### config.mk
export PLATFORM = sky130hd
export DESIGN_NAME = cies_core
export DESIGN_NICKNAME = d
export VERILOG_FILES = /design/src/cies_pkg.sv /design/src/cies_core.sv /design/src/cies_alu.sv /design/src/cies_timer.sv
export VERILOG_INCLUDE_DIRS = /design/src
export SDC_FILE = /design/constraint.sdc
export NUM_CORES = 1
export LEC_CHECK = 0
export BUFFER_PORTS_ARGS = -buffer_cell sky130_fd_sc_hd__buf_4
export CORE_MARGIN = 1
export CORE_UTILIZATION = 61
export CTS_BUF_LIST = sky130_fd_sc_hd__clkbuf_16
export DETAILED_ROUTE_END_ITERATION = 10
export PLACE_DENSITY_LB_ADDON = 0.2
export SYNTH_ARGS = -nofsm -noshare
export SYNTH_HDL_FRONTEND = slang
export SYNTH_SLANG_ARGS = --single-unit
### constraint.sdc
create_clock -name clk -period 4.45 [get_ports clk]
set_clock_uncertainty 0.1 [all_clocks]
set_input_delay 0 -clock clk [delete_from_list [all_inputs] [get_ports clk]]
set_output_delay 0 -clock clk [all_outputs]
set_load 0.01 [all_outputs]
### src/cies_cfg.svh
// Purpose: Offsets, field positions, reset values, opcodes and timing counts
// Assumes: 100 MHz core clock, one clock per quarter-cycle
// Notes: Shared by the execution unit and its helpers
`ifndef CIES_CFG_SVH
`define CIES_CFG_SVH

// Register byte offsets
`define CIES_ACC_OFS 5'h00
`define CIES_PRESCALE_CFG_OFS 5'h04
`define CIES_STATUS_OFS 5'h08
`define CIES_CTRL_OFS 5'h0C
`define CIES_INSTR_OFS 5'h10
`define CIES_PC_OFS 5'h14

// Status register fields
`define CIES_ST_CARRY 0
`define CIES_ST_NIBBLE 1
`define CIES_ST_ZERO 2
`define CIES_ST_POWERDOWN_N 3
`define CIES_ST_TIMEOUT_N 4
`define CIES_ST_BUSY 5
`define CIES_ST_HALTED 6
`define CIES_ST_SETTLING 7

// Control register fields
`define CIES_CT_IRQ_EN 0
`define CIES_CT_WATCHDOG_EN 1

// Reset values
`define CIES_ACC_RST 8'h00
`define CIES_PRESCALE_CFG_RST 8'hFF
`define CIES_PC_RST 13'h0000

// Opcodes
`define CIES_OP_RETURN_IRQ 14'h0009
`define CIES_OP_LOAD_CFG 14'h0062
`define CIES_OP_POWERDOWN 14'h0063
`define CIES_OP_LITSUB_HI 5'h1E

// Timing
`define CIES_CLK_PERIOD_NS 10
`define CIES_WATCHDOG_MS 18
`define CIES_WATCHDOG_CYCLES (`CIES_WATCHDOG_MS * 1000000 / `CIES_CLK_PERIOD_NS)
`define CIES_SUPPLY_SETTLE_MS 72
`define CIES_SUPPLY_SETTLE_CYCLES (`CIES_SUPPLY_SETTLE_MS * 1000000 / `CIES_CLK_PERIOD_NS)
`define CIES_OSC_SETTLE_PERIODS 1024
`define CIES_OSC_SETTLE_CYCLES (`CIES_OSC_SETTLE_PERIODS * `CIES_CLK_PERIOD_NS / `CIES_CLK_PERIOD_NS)
`define CIES_TIMER_W 24

`endif

### src/cies_pkg.sv
// Purpose: Types shared by the execution unit
// Assumes: Nothing beyond the config header
// Notes: Constants live in cies_cfg.svh
package cies_pkg;

   typedef enum logic [2:0] {
      CIES_PWRUP,
      CIES_IDLE,
      CIES_EXEC,
      CIES_EXEC2,
      CIES_HALT,
      CIES_SETTLE
   } cies_state_t;

   typedef struct packed {
      logic timeout_flag_n;
      logic powerdown_flag_n;
      logic zero;
      logic nibble_borrow_inverse_flag;
      logic carry;
   } cies_flags_t;

   typedef struct packed {
      logic [7:0] res;
      logic carry;
      logic nibble;
      logic zero;
   } cies_alu_t;

endpackage : cies_pkg

### src/cies_core.sv
// Purpose: Executes return-from-irq, config load, power-down and literal subtract
// Assumes: One clock per quarter-cycle; software issues opcodes over AXI4-Lite
// Notes: Other opcodes run as four-cycle no-ops that only advance pc_q
`include "cies_cfg.svh"

module cies_core #(
   parameter int unsigned WATCHDOG_CYCLES = `CIES_WATCHDOG_CYCLES,
   parameter int unsigned SUPPLY_SETTLE_CYCLES = `CIES_SUPPLY_SETTLE_CYCLES
) (
   input wire logic clk, // Core clock, 100 MHz
   input wire logic rst_b, // Async reset, active low
   input wire logic [4:0] s_axi_awaddr, // Write address
   input wire logic s_axi_awvalid, // Write address valid
   output logic s_axi_awready, // Write address ready
   input wire logic [31:0] s_axi_wdata, // Write data
   input wire logic [3:0] s_axi_wstrb, // Write byte strobes
   input wire logic s_axi_wvalid, // Write data valid
   output logic s_axi_wready, // Write data ready
   output logic [1:0] s_axi_bresp, // Write response
   output logic s_axi_bvalid, // Write response valid
   input wire logic s_axi_bready, // Write response ready
   input wire logic [4:0] s_axi_araddr, // Read address
   input wire logic s_axi_arvalid, // Read address valid
   output logic s_axi_arready, // Read address ready
   output logic [31:0] s_axi_rdata, // Read data
   output logic [1:0] s_axi_rresp, // Read response
   output logic s_axi_rvalid, // Read data valid
   input wire logic s_axi_rready, // Read data ready
   input wire logic [12:0] stack_head, // Top of return stack
   input wire logic wake_evt, // Wake from halt, level
   output logic stack_pop_q, // Pop strobe, one cycle
   output logic master_irq_enable_q, // Master interrupt enable
   output logic osc_run_q, // Main oscillator running
   output logic watchdog_reset_q, // Watchdog reset pulse
   output logic [12:0] pc_q // Program counter
);
   localparam logic [1:0] RESP_OKAY = 2'h0;
   localparam logic [1:0] RESP_SLVERR = 2'h2;
   localparam int TW = `CIES_TIMER_W;
   localparam logic [TW-1:0] WATCHDOG_LIMIT = TW'(WATCHDOG_CYCLES);
   localparam logic [TW-1:0] SUPPLY_LIMIT = TW'(SUPPLY_SETTLE_CYCLES);
   localparam logic [TW-1:0] OSC_LIMIT = TW'(`CIES_OSC_SETTLE_CYCLES);

   generate
      if (WATCHDOG_CYCLES < 1 || WATCHDOG_CYCLES >= (1 << TW)) begin : g_bad_wd
         $error("watchdog count out of range");
      end
      if (SUPPLY_SETTLE_CYCLES < 1 || SUPPLY_SETTLE_CYCLES >= (1 << TW)) begin : g_bad_sup
         $error("supply settle count out of range");
      end
   endgenerate

   cies_pkg::cies_state_t state_q;
   cies_pkg::cies_flags_t flags_q;
   cies_pkg::cies_alu_t alu_out;
   cies_pkg::cies_alu_t alu_q;
   logic [1:0] q_q;
   logic [13:0] opcode_q;
   logic [7:0] acc_q;
   logic [7:0] prescale_cfg_q;
   logic [7:0] lit_q;
   logic watchdog_en_q;
   logic wr_fire;
   logic rd_fire;
   logic wr_ok;
   logic busy;
   logic issue;
   logic op_return;
   logic op_load_cfg;
   logic op_powerdown;
   logic op_litsub;
   logic last_q;
   logic enter_halt;
   logic watchdog_clr;
   logic watchdog_expired;
   logic settle_clr;
   logic settle_run;
   logic settle_expired;
   logic [TW-1:0] settle_limit;
   logic [31:0] rd_word;
   logic rd_ok;

   // Handshake both address and data in one beat
   assign wr_fire = s_axi_awready & s_axi_awvalid & s_axi_wvalid;
   assign rd_fire = s_axi_arready & s_axi_arvalid;
   assign busy = (state_q != cies_pkg::CIES_IDLE);
   assign wr_ok = (s_axi_awaddr[1:0] == 2'h0) && (s_axi_awaddr <= `CIES_PC_OFS);
   // Opcode must arrive in both low lanes to issue
   assign issue = wr_fire && !busy && (s_axi_awaddr == `CIES_INSTR_OFS) && (s_axi_wstrb[1:0] == 2'h3);

   assign op_return = (opcode_q == `CIES_OP_RETURN_IRQ);
   assign op_load_cfg = (opcode_q == `CIES_OP_LOAD_CFG);
   assign op_powerdown = (opcode_q == `CIES_OP_POWERDOWN);
   assign op_litsub = (opcode_q[13:9] == `CIES_OP_LITSUB_HI);
   assign last_q = (q_q == 2'h3);
   assign enter_halt = (state_q == cies_pkg::CIES_EXEC) && last_q && op_powerdown;

   cies_alu u_alu (
      .lit(lit_q),
      .acc(acc_q),
      .out(alu_out)
   );

   // Watchdog keeps running while halted so it can wake the core
   assign watchdog_clr = enter_halt;
   cies_timer #(.W(TW)) u_watchdog_counter (
      .clk(clk),
      .rst_b(rst_b),
      .clr(watchdog_clr),
      .run(watchdog_en_q),
      .limit(WATCHDOG_LIMIT),
      .expired(watchdog_expired)
   );

   // One timer serves both settle waits; they never overlap
   assign settle_clr = (state_q == cies_pkg::CIES_HALT);
   assign settle_run = (state_q == cies_pkg::CIES_PWRUP) || (state_q == cies_pkg::CIES_SETTLE);
   assign settle_limit = (state_q == cies_pkg::CIES_PWRUP) ? SUPPLY_LIMIT : OSC_LIMIT;
   cies_timer #(.W(TW)) u_settle (
      .clk(clk),
      .rst_b(rst_b),
      .clr(settle_clr),
      .run(settle_run),
      .limit(settle_limit),
      .expired(settle_expired)
   );

   // Sequencer
   always_ff @(posedge clk or negedge rst_b) begin
      if (!rst_b) begin
         state_q <= cies_pkg::CIES_PWRUP;
         q_q <= 2'h0;
      end else begin
         case (state_q)
            cies_pkg::CIES_PWRUP: begin
               if (settle_expired) begin
                  state_q <= cies_pkg::CIES_IDLE;
               end
            end
            cies_pkg::CIES_IDLE: begin
               q_q <= 2'h0;
               if (issue) begin
                  state_q <= cies_pkg::CIES_EXEC;
               end
            end
            cies_pkg::CIES_EXEC: begin
               q_q <= q_q + 2'h1;
               if (last_q) begin
                  if (op_return) begin
                     state_q <= cies_pkg::CIES_EXEC2;
                  end else if (op_powerdown) begin
                     state_q <= cies_pkg::CIES_HALT;
                  end else begin
                     state_q <= cies_pkg::CIES_IDLE;
                  end
               end
            end
            cies_pkg::CIES_EXEC2: begin
               q_q <= q_q + 2'h1;
               if (last_q) begin
                  state_q <= cies_pkg::CIES_IDLE;
               end
            end
            cies_pkg::CIES_HALT: begin
               if (wake_evt || watchdog_expired) begin
                  state_q <= cies_pkg::CIES_SETTLE;
               end
            end
            cies_pkg::CIES_SETTLE: begin
               if (settle_expired) begin
                  state_q <= cies_pkg::CIES_IDLE;
               end
            end
            default: begin
               state_q <= cies_pkg::CIES_IDLE;
            end
         endcase
      end
   end

   // Opcode latch and literal subtract datapath
   always_ff @(posedge clk or negedge rst_b) begin
      if (!rst_b) begin
         opcode_q <= 14'h0000;
         lit_q <= 8'h00;
         alu_q <= '0;
      end else begin
         if (issue) begin
            opcode_q <= s_axi_wdata[13:0];
         end
         if (state_q == cies_pkg::CIES_EXEC && op_litsub && q_q == 2'h1) begin
            lit_q <= opcode_q[7:0];
         end
         if (state_q == cies_pkg::CIES_EXEC && op_litsub && q_q == 2'h2) begin
            alu_q <= alu_out;
         end
      end
   end

   // Accumulator and prescale config; software writes only while idle
   always_ff @(posedge clk or negedge rst_b) begin
      if (!rst_b) begin
         acc_q <= `CIES_ACC_RST;
         prescale_cfg_q <= `CIES_PRESCALE_CFG_RST;
      end else if (state_q == cies_pkg::CIES_EXEC && last_q) begin
         if (op_litsub) begin
            acc_q <= alu_q.res;
         end
         if (op_load_cfg) begin
            prescale_cfg_q <= acc_q;
         end
      end else if (wr_fire && !busy && s_axi_wstrb[0]) begin
         if (s_axi_awaddr == `CIES_ACC_OFS) begin
            acc_q <= s_axi_wdata[7:0];
         end
         if (s_axi_awaddr == `CIES_PRESCALE_CFG_OFS) begin
            prescale_cfg_q <= s_axi_wdata[7:0];
         end
      end
   end

   // Status flags; only hardware changes them
   always_ff @(posedge clk or negedge rst_b) begin
      if (!rst_b) begin
         flags_q <= '{timeout_flag_n: 1'b1, powerdown_flag_n: 1'b1, zero: 1'b0,
                      nibble_borrow_inverse_flag: 1'b0, carry: 1'b0};
      end else begin
         if (state_q == cies_pkg::CIES_EXEC && last_q && op_litsub) begin
            flags_q.carry <= alu_q.carry;
            flags_q.nibble_borrow_inverse_flag <= alu_q.nibble;
            flags_q.zero <= alu_q.zero;
         end
         if (enter_halt) begin
            flags_q.timeout_flag_n <= 1'b1;
            flags_q.powerdown_flag_n <= 1'b0;
         end else if (watchdog_expired) begin
            flags_q.timeout_flag_n <= 1'b0;
         end
      end
   end

   // Program counter, stack pop and interrupt enable
   always_ff @(posedge clk or negedge rst_b) begin
      if (!rst_b) begin
         pc_q <= `CIES_PC_RST;
         stack_pop_q <= 1'b0;
         master_irq_enable_q <= 1'b0;
      end else begin
         stack_pop_q <= (state_q == cies_pkg::CIES_EXEC) && last_q && op_return;
         if (state_q == cies_pkg::CIES_EXEC && q_q == 2'h2 && op_return) begin
            master_irq_enable_q <= 1'b1;
         end else if (wr_fire && !busy && s_axi_wstrb[0] && s_axi_awaddr == `CIES_CTRL_OFS) begin
            master_irq_enable_q <= s_axi_wdata[`CIES_CT_IRQ_EN];
         end
         if (state_q == cies_pkg::CIES_EXEC && last_q) begin
            if (op_return) begin
               pc_q <= stack_head;
            end else begin
               pc_q <= pc_q + 13'h0001;
            end
         end
      end
   end

   // Watchdog enable, oscillator run, watchdog reset pulse
   always_ff @(posedge clk or negedge rst_b) begin
      if (!rst_b) begin
         watchdog_en_q <= 1'b0;
         osc_run_q <= 1'b1;
         watchdog_reset_q <= 1'b0;
      end else begin
         if (wr_fire && !busy && s_axi_wstrb[0] && s_axi_awaddr == `CIES_CTRL_OFS) begin
            watchdog_en_q <= s_axi_wdata[`CIES_CT_WATCHDOG_EN];
         end
         if (enter_halt) begin
            osc_run_q <= 1'b0;
         end else if (state_q == cies_pkg::CIES_HALT && (wake_evt || watchdog_expired)) begin
            osc_run_q <= 1'b1;
         end
         // Expiry while halted is a wake, not a reset
         watchdog_reset_q <= watchdog_expired && state_q != cies_pkg::CIES_HALT;
      end
   end

   // AXI write channel
   always_ff @(posedge clk or negedge rst_b) begin
      if (!rst_b) begin
         s_axi_awready <= 1'b0;
         s_axi_wready <= 1'b0;
         s_axi_bvalid <= 1'b0;
         s_axi_bresp <= RESP_OKAY;
      end else begin
         s_axi_awready <= ~s_axi_awready & ~s_axi_bvalid & s_axi_awvalid & s_axi_wvalid;
         s_axi_wready <= ~s_axi_wready & ~s_axi_bvalid & s_axi_awvalid & s_axi_wvalid;
         if (wr_fire) begin
            s_axi_bvalid <= 1'b1;
            s_axi_bresp <= wr_ok ? RESP_OKAY : RESP_SLVERR;
         end else if (s_axi_bready) begin
            s_axi_bvalid <= 1'b0;
         end
      end
   end

   // Read mux
   always_comb begin
      rd_word = 32'h0000_0000;
      rd_ok = 1'b1;
      case (s_axi_araddr)
         `CIES_ACC_OFS: rd_word[7:0] = acc_q;
         `CIES_PRESCALE_CFG_OFS: rd_word[7:0] = prescale_cfg_q;
         `CIES_STATUS_OFS: begin
            rd_word[`CIES_ST_CARRY] = flags_q.carry;
            rd_word[`CIES_ST_NIBBLE] = flags_q.nibble_borrow_inverse_flag;
            rd_word[`CIES_ST_ZERO] = flags_q.zero;
            rd_word[`CIES_ST_POWERDOWN_N] = flags_q.powerdown_flag_n;
            rd_word[`CIES_ST_TIMEOUT_N] = flags_q.timeout_flag_n;
            rd_word[`CIES_ST_BUSY] = busy;
            rd_word[`CIES_ST_HALTED] = (state_q == cies_pkg::CIES_HALT);
            rd_word[`CIES_ST_SETTLING] = settle_run;
         end
         `CIES_CTRL_OFS: begin
            rd_word[`CIES_CT_IRQ_EN] = master_irq_enable_q;
            rd_word[`CIES_CT_WATCHDOG_EN] = watchdog_en_q;
         end
         `CIES_INSTR_OFS: rd_word[13:0] = opcode_q;
         `CIES_PC_OFS: rd_word[12:0] = pc_q;
         default: rd_ok = 1'b0;
      endcase
   end

   // AXI read channel
   always_ff @(posedge clk or negedge rst_b) begin
      if (!rst_b) begin
         s_axi_arready <= 1'b0;
         s_axi_rvalid <= 1'b0;
         s_axi_rdata <= 32'h0000_0000;
         s_axi_rresp <= RESP_OKAY;
      end else begin
         s_axi_arready <= ~s_axi_arready & ~s_axi_rvalid & s_axi_arvalid;
         if (rd_fire) begin
            s_axi_rvalid <= 1'b1;
            s_axi_rdata <= rd_word;
            s_axi_rresp <= rd_ok ? RESP_OKAY : RESP_SLVERR;
         end else if (s_axi_rready) begin
            s_axi_rvalid <= 1'b0;
         end
      end
   end
endmodule // cies_core

### src/cies_alu.sv
// Purpose: Literal minus accumulator with carry, nibble carry and zero
// Assumes: Two's complement 8-bit operands
// Notes: Carry is the inverse of borrow
module cies_alu (
   input wire logic [7:0] lit, // Literal operand
   input wire logic [7:0] acc, // Accumulator operand
   output cies_pkg::cies_alu_t out // Result and flags
);
   logic [8:0] diff;
   logic [4:0] low_diff;

   assign diff = {1'b0, lit} - {1'b0, acc};
   assign low_diff = {1'b0, lit[3:0]} - {1'b0, acc[3:0]};
   assign out.res = diff[7:0];
   assign out.carry = ~diff[8];
   assign out.nibble = ~low_diff[4];
   assign out.zero = (diff[7:0] == 8'h00);
endmodule // cies_alu

### src/cies_timer.sv
// Purpose: Up-counter that pulses after a given number of running cycles
// Assumes: limit is at least one
// Notes: Restarts itself after each expiry
module cies_timer #(
   parameter int W = 24
) (
   input wire logic clk, // Core clock
   input wire logic rst_b, // Async reset, active low
   input wire logic clr, // Restart count
   input wire logic run, // Count this cycle
   input wire logic [W-1:0] limit, // Cycles to expiry
   output logic expired // One-cycle expiry pulse
);
   logic [W-1:0] cnt_q;

   assign expired = run & ~clr & (cnt_q == limit - W'(1));

   always_ff @(posedge clk or negedge rst_b) begin
      if (!rst_b) begin
         cnt_q <= '0;
      end else if (clr || expired) begin
         cnt_q <= '0;
      end else if (run) begin
         cnt_q <= cnt_q + W'(1);
      end
   end
endmodule // cies_timer

Yosys cells after proc, flatten, opt, wreduce, memory -nomap -nowiden:

Index checks and enable logic that the tools add are counted.

* latch bits: 0
* register bits after elaboration: 148
* memory bits (writable): 0
* word-level logic and storage cells: 179
* input bits: 67
* memory bits (read-only): 0
* memories: 0

* equal/unequal tests: 32
* add/sub/neg operators: 7
* div/mod/pow operators: 0
* reductions and logical operators: 44
* $lt $le $gt $ge: 1
* shift-type cells: 0
* bitwise gates (word level): 24
* multiplexer cells: 40
* $mul: 0

Operators by type and width (number)
* $mux W24: 4
* $mux W8: 8
* $add A24 B1 Y24 const B: 2
* $pmux W6 S5: 1
* $eq A14 B7 Y1 const B: 2
* $eq A24 B21 Y1 const B: 1
* $eq A24 B24 Y1: 1
* $sub A23 B1 Y24 const B: 1
* $mux W23: 1
* $reduce_bool A2 Y1: 11
* $mux W3: 7
* $eq A5 B5 Y1 const B: 4
* $logic_and A1 B1 Y1: 17
* $and A1 B1 Y1: 15
* $eq A5 B4 Y1 const B: 3
* $pmux W3 S5: 1
* $eq A14 B4 Y1 const B: 1
* $add A13 B1 Y13 const B: 1
* $mux W13: 1
* $mux W1: 12
* $ne A2 B2 Y1 const B: 6
* $pmux W2 S6: 1
* $eq A5 B3 Y1 const B: 2
* $logic_not A5 Y1: 2
* 25 further kinds: 43

Longest topological paths before layout:

Gate-level depths: netlist (run 1).

* word-level depth: 10
* depth in mapped cells: 8

Modules after synthesis:

A second synthesis (run 1) with hierarchy kept.

* cells, all modules: 1038
* area total of the unflattened synthesis: 9506.6 µm²

By module, submodules not included
* cies_core: instances 1, seq. area each 2466.1 µm², area each 4912.2 µm², cells each 488
* cies_timer: instances 2, seq. area each 600.6 µm², area each 2104.5 µm², cells each 249
* cies_alu: instances 1, seq. area each 0.0 µm², area each 385.4 µm², cells each 52

Worst setup path before layout (run 1):

Ideal clock, no wire load.

* path type: flip-flop to flip-flop
* start point: register opcode_q[10]
* end point: register state_q[0]
* library setup time: 0.134 ns
* buffers on the path: 0
* path slack: 2.038 ns
* period minus slack after synthesis: 2.412 ns
* arrival time: 2.178 ns
* required time: 4.216 ns
* cell stages (with the launch flop): 6
* cell sequence: dfrtp_1 > or4_1 > or3_1 > or4_4 > a2111oi_2 > a211oi_1

* cells in the longest elaborated chain, start to end: 8

Ends and longest elaborated chain
* from (decl): RTL line cies_core.sv:58 `logic [13:0] opcode_q;`
* from (signal assigned): RTL line cies_core.sv:189 `opcode_q <= s_axi_wdata[13:0];`
* $eq A14 B7 Y1 (no line)
* $logic_and A1 B1 Y1: RTL line cies_core.sv:96 `assign enter_halt = (state_q == cies_pkg::CIES_EXEC) && last_q && op_powerdown;`
* $not A1 Y1: RTL line cies_timer.sv:16 `assign expired = run & ~clr & (cnt_q == limit - W'(1));`
* $and A1 B1 Y1 (2 in a row): RTL line cies_timer.sv:16
* $logic_or A1 B1 Y1: RTL line cies_core.sv:165 `if (wake_evt || watchdog_expired) begin`
* $ne A2 B2 Y1 (no line)
* $reduce_and A5 Y1 (no line)
* to (signal assigned): RTL line cies_core.sv:166 `state_q <= cies_pkg::CIES_SETTLE;`
* to (signal assigned): RTL line cies_core.sv:171 `state_q <= cies_pkg::CIES_IDLE;`
* to (signal assigned): RTL line cies_core.sv:175 `state_q <= cies_pkg::CIES_IDLE;`
* to (decl): RTL line cies_core.sv:53 `cies_pkg::cies_state_t state_q;`

Parallel ways exist; a longest one is shown, timed or not. The select of a mux whose other input is x is not followed.
A chain may end at the register's enable or synchronous reset.

Worst setup path in the final report (run 1):

* start point: register opcode_q[10]
* end point: register u_watchdog_counter.cnt_q[15]

* cells in the longest elaborated chain, start to end: 7

Ends and longest elaborated chain
* $eq A14 B7 Y1 (no line) (*)
* $logic_and A1 B1 Y1 (*): RTL line cies_core.sv:96
* $not A1 Y1: RTL line cies_timer.sv:16
* $and A1 B1 Y1 (2 in a row): RTL line cies_timer.sv:16
* $logic_or A1 B1 Y1 (*): RTL line cies_timer.sv:21 `end else if (clr || expired) begin`
* $mux W24 or $reduce_bool A2 Y1 (tied branches)
* to (signal assigned): RTL line cies_timer.sv:24 `cnt_q <= cnt_q + W'(1);`
* to (decl): RTL line cies_timer.sv:14 `logic [W-1:0] cnt_q;`

Every way passes the cells marked *; elsewhere a longest branch is shown, timed or not.

==> flow_metrics.env, run 1 <==
export IMPL_period_share_pct=65.8
export IMPL_grt_pass1_vias=6415
export IMPL_switching_share_pct=27.0
export IMPL_leakagePower_nw=4.26
export IMPL_grt_overflow=0
export IMPL_die_y_um=114
export IMPL_maxSlewViolCount=0
export IMPL_r2r_cells=5
export IMPL_clkSlewWorstSetupHoldPaths_ps=50
export IMPL_cts_buffer_depth=2
export IMPL_drc=0
export IMPL_drv_cap=0
export IMPL_crit_path_max_fanout=24
export IMPL_avgSynthCellArea_um2=9.59
export IMPL_r2r_end="u_watchdog_counter.cnt_q[15]$_DFFE_PN0P_"
export IMPL_wl_per_cell_um=17.9
export IMPL_status="complete, no violations"
export IMPL_end_kind="register"
export IMPL_core_um2=12200
export IMPL_rsz0062_at_grt="no"
export IMPL_drive_gt1_share_pct=17.5
export IMPL_cp_slowest_cell="or4_4"
export IMPL_p_sw_uw=834
export IMPL_io_buffer_count=84
export IMPL_areaGrowthSynthToFinish_pct=20.8
export IMPL_combPwrFrac_pct=13.2
export IMPL_reg2reg_slack_ps=1520
export IMPL_cp_endpoint="u_watchdog_counter.cnt_q[15]$_DFFE_PN0P_"
export IMPL_slowest_delay_ps=650
export IMPL_die_area_um2=13100
export IMPL_power_frac_seq_pct=47.6
export IMPL_layout_commonest_cell="dfrtp_1"
export IMPL_io_pins=125
export IMPL_synthArstFlopShare_pct=100
export IMPL_vias=6673
export IMPL_track_usage_pct=31.7
export IMPL_totalWireLength_um=19700
export IMPL_tightest_slew_ps=1280
export IMPL_slew_headroom_pct=14.2
export IMPL_synth_cells=805
export IMPL_vias_per_cell=6.04
export IMPL_synth_edf_count=0
export IMPL_synth_simple_area_share_pct=20.7
export IMPL_grt_max_degree=103
export IMPL_synth_compound_gate_area_share_pct=13.2
export IMPL_die_width_um=114
export IMPL_ant_nets=0
export IMPL_synth_top_family_by_area="simple AND/OR/NAND/NOR gates"
export IMPL_cp_arrival_ps=3120
export IMPL_fmax_mhz=342
export IMPL_synthDistinctLibCells=64
export IMPL_core_rowCount=40
export IMPL_tritoncts="yes"
export IMPL_ys_ff_latch=146
export IMPL_n_antenna_cell=0
export IMPL_muxShareOfSynthArea_pct=5.53
export IMPL_final_nets=1005
export IMPL_setup_tns_final_ps=0
export IMPL_synth_flop_cell="dfrtp_1"
export IMPL_hold_viol=0
export IMPL_ys_warnings_count=0
export IMPL_drt_iter0_drc=694
export IMPL_syn_cell_area_um2=7720
export IMPL_yosys_area_share_xor_xnor_pct=5.45
export IMPL_internal_power_mw=2.25
export IMPL_rr_startpoint="opcode_q[10]$_DFFE_PN0P_"
export IMPL_clock_sinks=146
export IMPL_clk_insertion_delay_late_ps=430
export IMPL_yosysSeqAreaShare_pct=47.5
export IMPL_setup_viol_count_final=0
export IMPL_gp_congestion=0.866
export IMPL_worstSetupPathType="reg -> reg"
export IMPL_post_dp_hpwl_um=12900
export IMPL_grt_pass1_wl_um=31700
export IMPL_clock_tree_htree_level_count=4
export IMPL_min_period_ps=2930
export IMPL_power_density_nw_per_um2=331
export IMPL_crit_path_cell_trace="or4_1 > or3_1 > or4_4 > nand2_2 > nor2_1"
export IMPL_grt_antenna_before_repair=0
export IMPL_hold_class="in -> reg"
export IMPL_drt_pass1_iterations=6
export IMPL_startpoint="opcode_q[10]$_DFFE_PN0P_"
export IMPL_final_cell_mix="135 x dfrtp_1, 89 x nor2_1, 87 x buf_4"
export IMPL_crit_required_ps=4650
export IMPL_cts_buffers=17
export IMPL_peakVddDrop_mv=0.279
export IMPL_start_util_pct=63.4
export IMPL_synthAdderAreaFrac_pct=2.53
export IMPL_root_buffer="clkbuf_16"
export IMPL_cp_start_kind="register"
export IMPL_clock_power_share_pct=39.2
export IMPL_worst_hold_slack_ps=61.6
[power by group through the flow]
stage	logic, mW	clock network, mW	registers, mW
after floorplan	0.247	0	1.47
after global placement	0.350	0	1.48
after global routing	0.450	1.29	1.48
after detailed placement	0.369	0	1.49
after CTS	0.406	1.22	1.47
final	0.407	1.21	1.47
[cells in the mapped netlist, types with 12 or more instances]
cell type	n	share of area, %
nor4_1	12	0.97
inv_1	25	1.2
nand3_1	34	2.2
mux2_2	25	3.6
nand4_1	25	2.0
dfrtp_1	135	44
clkbuf_1	22	1.1
nand2_1	65	3.2
o21ai_0	48	3.1
buf_4	22	2.1
xor2_1	35	4.0
ha_1	14	2.3
and3_1	15	1.2
xnor2_1	13	1.5
nor2_1	89	4.3
a21oi_1	49	3.2
nor3_1	14	0.91
[kinds of logic (layout without fill, tap and decap cells)]
logic type,Yosys count,after routing
flip-flops,146,146
AO/OA/AOI/OAI,163,163
AND/OR/NAND/NOR,316,316
multiplexers,37,37
adder cells (fa/ha/maj),15,15
buffers and inverters,79,191
XOR/XNOR,48,48
other,1,20
[state kept, by name (all words and copies together), names as in the netlist, 2 cells and up]
register	count
s_axi_rdata	14
state_q	3
acc_q	8
alu_q	11
flags_q	5
q_q	2
pc_q	13
u_watchdog_counter.cnt_q	24
opcode_q	14
lit_q	8
prescale_cfg_q	8
u_settle.cnt_q	24
[repair_timing]
| item | in CTS | in global routing |
|---|---|---|
| hold buffers | 46 | 0 |
| resized for setup | 0 | 0 |
| buffers inserted | 0 | 0 |
| endpoints found under the hold margin | 153 | 0 |
[how the worst min path moves through the flow]
stage,startpoint,to,cells after the start
2_1_floorplan,rst_b,acc_q[0]$_DFFE_PN0P_,0
3_3_place_gp,rst_b,u_settle.cnt_q[20]$_DFFE_PN0P_,1
3_5_place_dp,rst_b,u_settle.cnt_q[23]$_DFFE_PN0P_,1
4_1_cts,s_axi_araddr[4],s_axi_rdata[13]$_DFFE_PN0P_,5
5_1_grt,s_axi_wstrb[0],state_q[1]$_DFFE_PN0P_,5
6_report,s_axi_araddr[4],s_axi_rdata[13]$_DFFE_PN0P_,5
[layout make-up]
class | instances | area, um2
multi-input cells | 599 | 3730
flip-flops and latches | 146 | 3670
fillers | 839 | 2840
repair buffers | 134 | 1120
clock buffers | 17 | 425
well taps | 168 | 210
inverters | 25 | 93.8
clock inverters | 15 | 66.3
[per-stage QoR]
| stage | std cells | util [%] | cell area (um2) | total power, mW | setup WS [ps] |
|---|---|---|---|---|---|
| 2_1_floorplan | 824 | - | 7790 | 1.71 | 2040 |
| 3_3_place_gp | 1026 | 68.8 | 8370 | 1.83 | 1610 |
| 3_5_place_dp | 1026 | 68.8 | 8370 | 1.86 | 1570 |
| 4_1_cts | 1104 | 76.6 | 9320 | 3.09 | 1550 |
| 5_1_grt | 1104 | 76.6 | 9320 | 3.21 | 1360 |
| 6_report | 1104 | 76.6 | 9320 | 3.09 | 1520 |
[routing by layer]
layer | track usage (%) | wire length, um
met3 | 7.09 | 1280
met2 | 51.5 | 9680
met4 | 13.3 | 561
met1 | 41.3 | 8190
met5 | 0 | 0
[worst max-delay path: cells and delay by family (launching register included)]
| family | cells | cell delay, ps |
|---|---|---|
| DFF | 1 | 410 |
| and+or+nand+nor | 5 | 2280 |
Note: power is estimated with default switching activity, not from simulation.
==> run 2: changes to the inputs <==
CORE_UTILIZATION = 57   (was 61)
clock period = 2.8 ns   (was 4.45 ns; I/O delays follow)
==> run 2 against run 1 <==
Compared with the run above: total power increased by 70%; via count is 1.4% higher; sequential power up 59%; first-iteration DRC count shrank 19%; combinational power increased by 70%; clock-buffer cell count unchanged; register-to-register slack got worse by 1500 ps; global-route usage down 1.5 points; maximum frequency grew 7.2%; critical endpoint is now pc_q[6]$_DFFE_PN0P_.
==> flow_metrics.env, run 2 (synthesis gave the netlist of run 1 again) <==
export IMPL_status="complete, no violations"
export IMPL_path_depth=5
export IMPL_clk_insertion_delay_late_ps=430
export IMPL_grt_antenna_before_repair=0
export IMPL_min_period_ps=2730
export IMPL_cts_buffers=17
export IMPL_drv_cap=0
export IMPL_areaGrowthSynthToFinish_pct=24.0
export IMPL_min_path_cells=5
export IMPL_track_usage_pct=30.3
export IMPL_power_density_nw_per_um2=548
export IMPL_startpoint="opcode_q[10]$_DFFE_PN0P_"
export IMPL_drive_gt1_share_pct=19.5
export IMPL_cp_top_family="simple AND/OR/NAND/NOR gates"
export IMPL_vias_per_cell=5.99
export IMPL_ant_nets=0
export IMPL_drt_iter0_drc=563
export IMPL_cp_start_kind="register"
export IMPL_r2r_cells=5
export IMPL_reg2reg_slack_ps=70
export IMPL_post_dp_hpwl_um=13500
export IMPL_post_cts_buffers=0
export IMPL_clkSlewWorstSetupHoldPaths_ps=60
export IMPL_slowest_delay_ps=600
export IMPL_peakVddDrop_mv=0.394
export IMPL_io_pins=125
export IMPL_hold_path_endpoint="s_axi_rdata[13]$_DFFE_PN0P_"
export IMPL_end_kind="register"
export IMPL_min_from="s_axi_araddr[4]"
export IMPL_cp_slowest_cell="or4_1"
export IMPL_cp_arrival_ps=2920
export IMPL_start_util_pct=58.3
export IMPL_grt_pass1_vias=6714
export IMPL_placed_area_um2=8520
export IMPL_tightest_slew_ps=879
export IMPL_hold_viol=0
export IMPL_fin_cells=1130
export IMPL_io_buffer_count=84
export IMPL_rr_startpoint="opcode_q[10]$_DFFE_PN0P_"
export IMPL_clock_sinks=146
export IMPL_die_area_um2=14000
export IMPL_core_rowCount=42
export IMPL_dp_slack_ps=139
export IMPL_setup_tns_final_ps=0
export IMPL_fillers=981
export IMPL_tritoncts="yes"
export IMPL_cp_num_buf_inv=0
export IMPL_r2r_end="pc_q[6]$_DFFE_PN0P_"
export IMPL_root_buffer="clkbuf_16"
export IMPL_grt_max_degree=76
export IMPL_drt_pass1_iterations=5
export IMPL_grt_pass1_wl_um=33200
export IMPL_setup_viol_count_final=0
export IMPL_utilization_pct=72.2
export IMPL_fmax_mhz=366
export IMPL_totalWireLength_um=19900
export IMPL_crit_path_max_fanout=21
export IMPL_vias=6766
export IMPL_die_y_um=118
export IMPL_crit_path_cell_trace="or4_1 > or3_1 > or2_1 > o21ai_0 > a22oi_1"
export IMPL_hold_class="in -> reg"
export IMPL_wl_per_cell_um=17.6
export IMPL_cts_buffer_depth=2
export IMPL_die_width_um=118
export IMPL_n_antenna_cell=0
export IMPL_gp_congestion=0.845
export IMPL_rsz0062_at_grt="no"
export IMPL_clock_tree_htree_level_count=4
export IMPL_maxSlewViolCount=0
export IMPL_worst_hold_slack_ps=44.1
export IMPL_crit_required_ps=2990
export IMPL_finalInstanceArea_um2=9560
export IMPL_drc=0
export IMPL_period_share_pct=97.5
export IMPL_power_total_mw=5.24
export IMPL_grt_overflow=0
export IMPL_final_cell_mix="135 x dfrtp_1, 104 x buf_4, 89 x nor2_1"
export IMPL_slew_headroom_pct=41.2
export IMPL_reg_top3="u_settle.cnt_q x24, u_watchdog_counter.cnt_q x24"
export IMPL_worstSetupPathType="reg -> reg"
export IMPL_dpl_cell_count=1052
export IMPL_layout_commonest_cell="dfrtp_1"
export IMPL_core_um2=13200
export IMPL_fin_ws_ps=69.2
export IMPL_final_nets=1023
export IMPL_leakagePower_nw=4.39
run 2: how the worst max path moves through the flow:
stage	end	slack [ps]
2_1_floorplan	state_q[0]$_DFFE_PN0P_	390
3_3_place_gp	state_q[0]$_DFFE_PN0P_	190
3_5_place_dp	state_q[0]$_DFFE_PN0P_	140
4_1_cts	watchdog_en_q$_DFFE_PN0P_	110
5_1_grt	pc_q[6]$_DFFE_PN0P_	3
6_report	pc_q[6]$_DFFE_PN0P_	70
run 2: power by group:
part           internal [mW]  switching [mW]  leakage [nW]  total, mW
combinational          0.302           0.388          2.15      0.690
clock                   1.37           0.849         0.291       2.22
sequential              2.21           0.115          1.94       2.33
run 2: cell type report:
type / instances / area, um2 / area share, %
inverters: 25 / 93.8 / 0.981
clock inverters: 15 / 150 / 1.57
clock buffers: 17 / 425 / 4.45
flip-flops and latches: 146 / 3670 / 38.3
repair buffers: 152 / 1270 / 13.3
well taps: 176 / 220 / 2.30
multi-input cells: 599 / 3730 / 39.1
run 2: worst register-to-register path, cell delays in order, from the launching register on:
cell and delay [ps]:
dfrtp_1 410, or4_1 600, or3_1 440, or2_1 520
o21ai_0 360, a22oi_1 150
run 2: what timing repair did:
item,CTS,global route
hold buffers,46,0
endpoints found under the hold margin,126,0
resized for setup,0,1
endpoints found under the setup margin,0,2
run 2: metal layers:
metal / part of all wire, % / global-route usage (%) / up-vias
li1: - / - / 3109
met1: 44 / 38.9 / 3352
met2: 48 / 48.8 / 252
met3: 5.4 / 7.05 / 53
met4: 2.9 / 13.6 / 0
met5: 0 / 0 / -
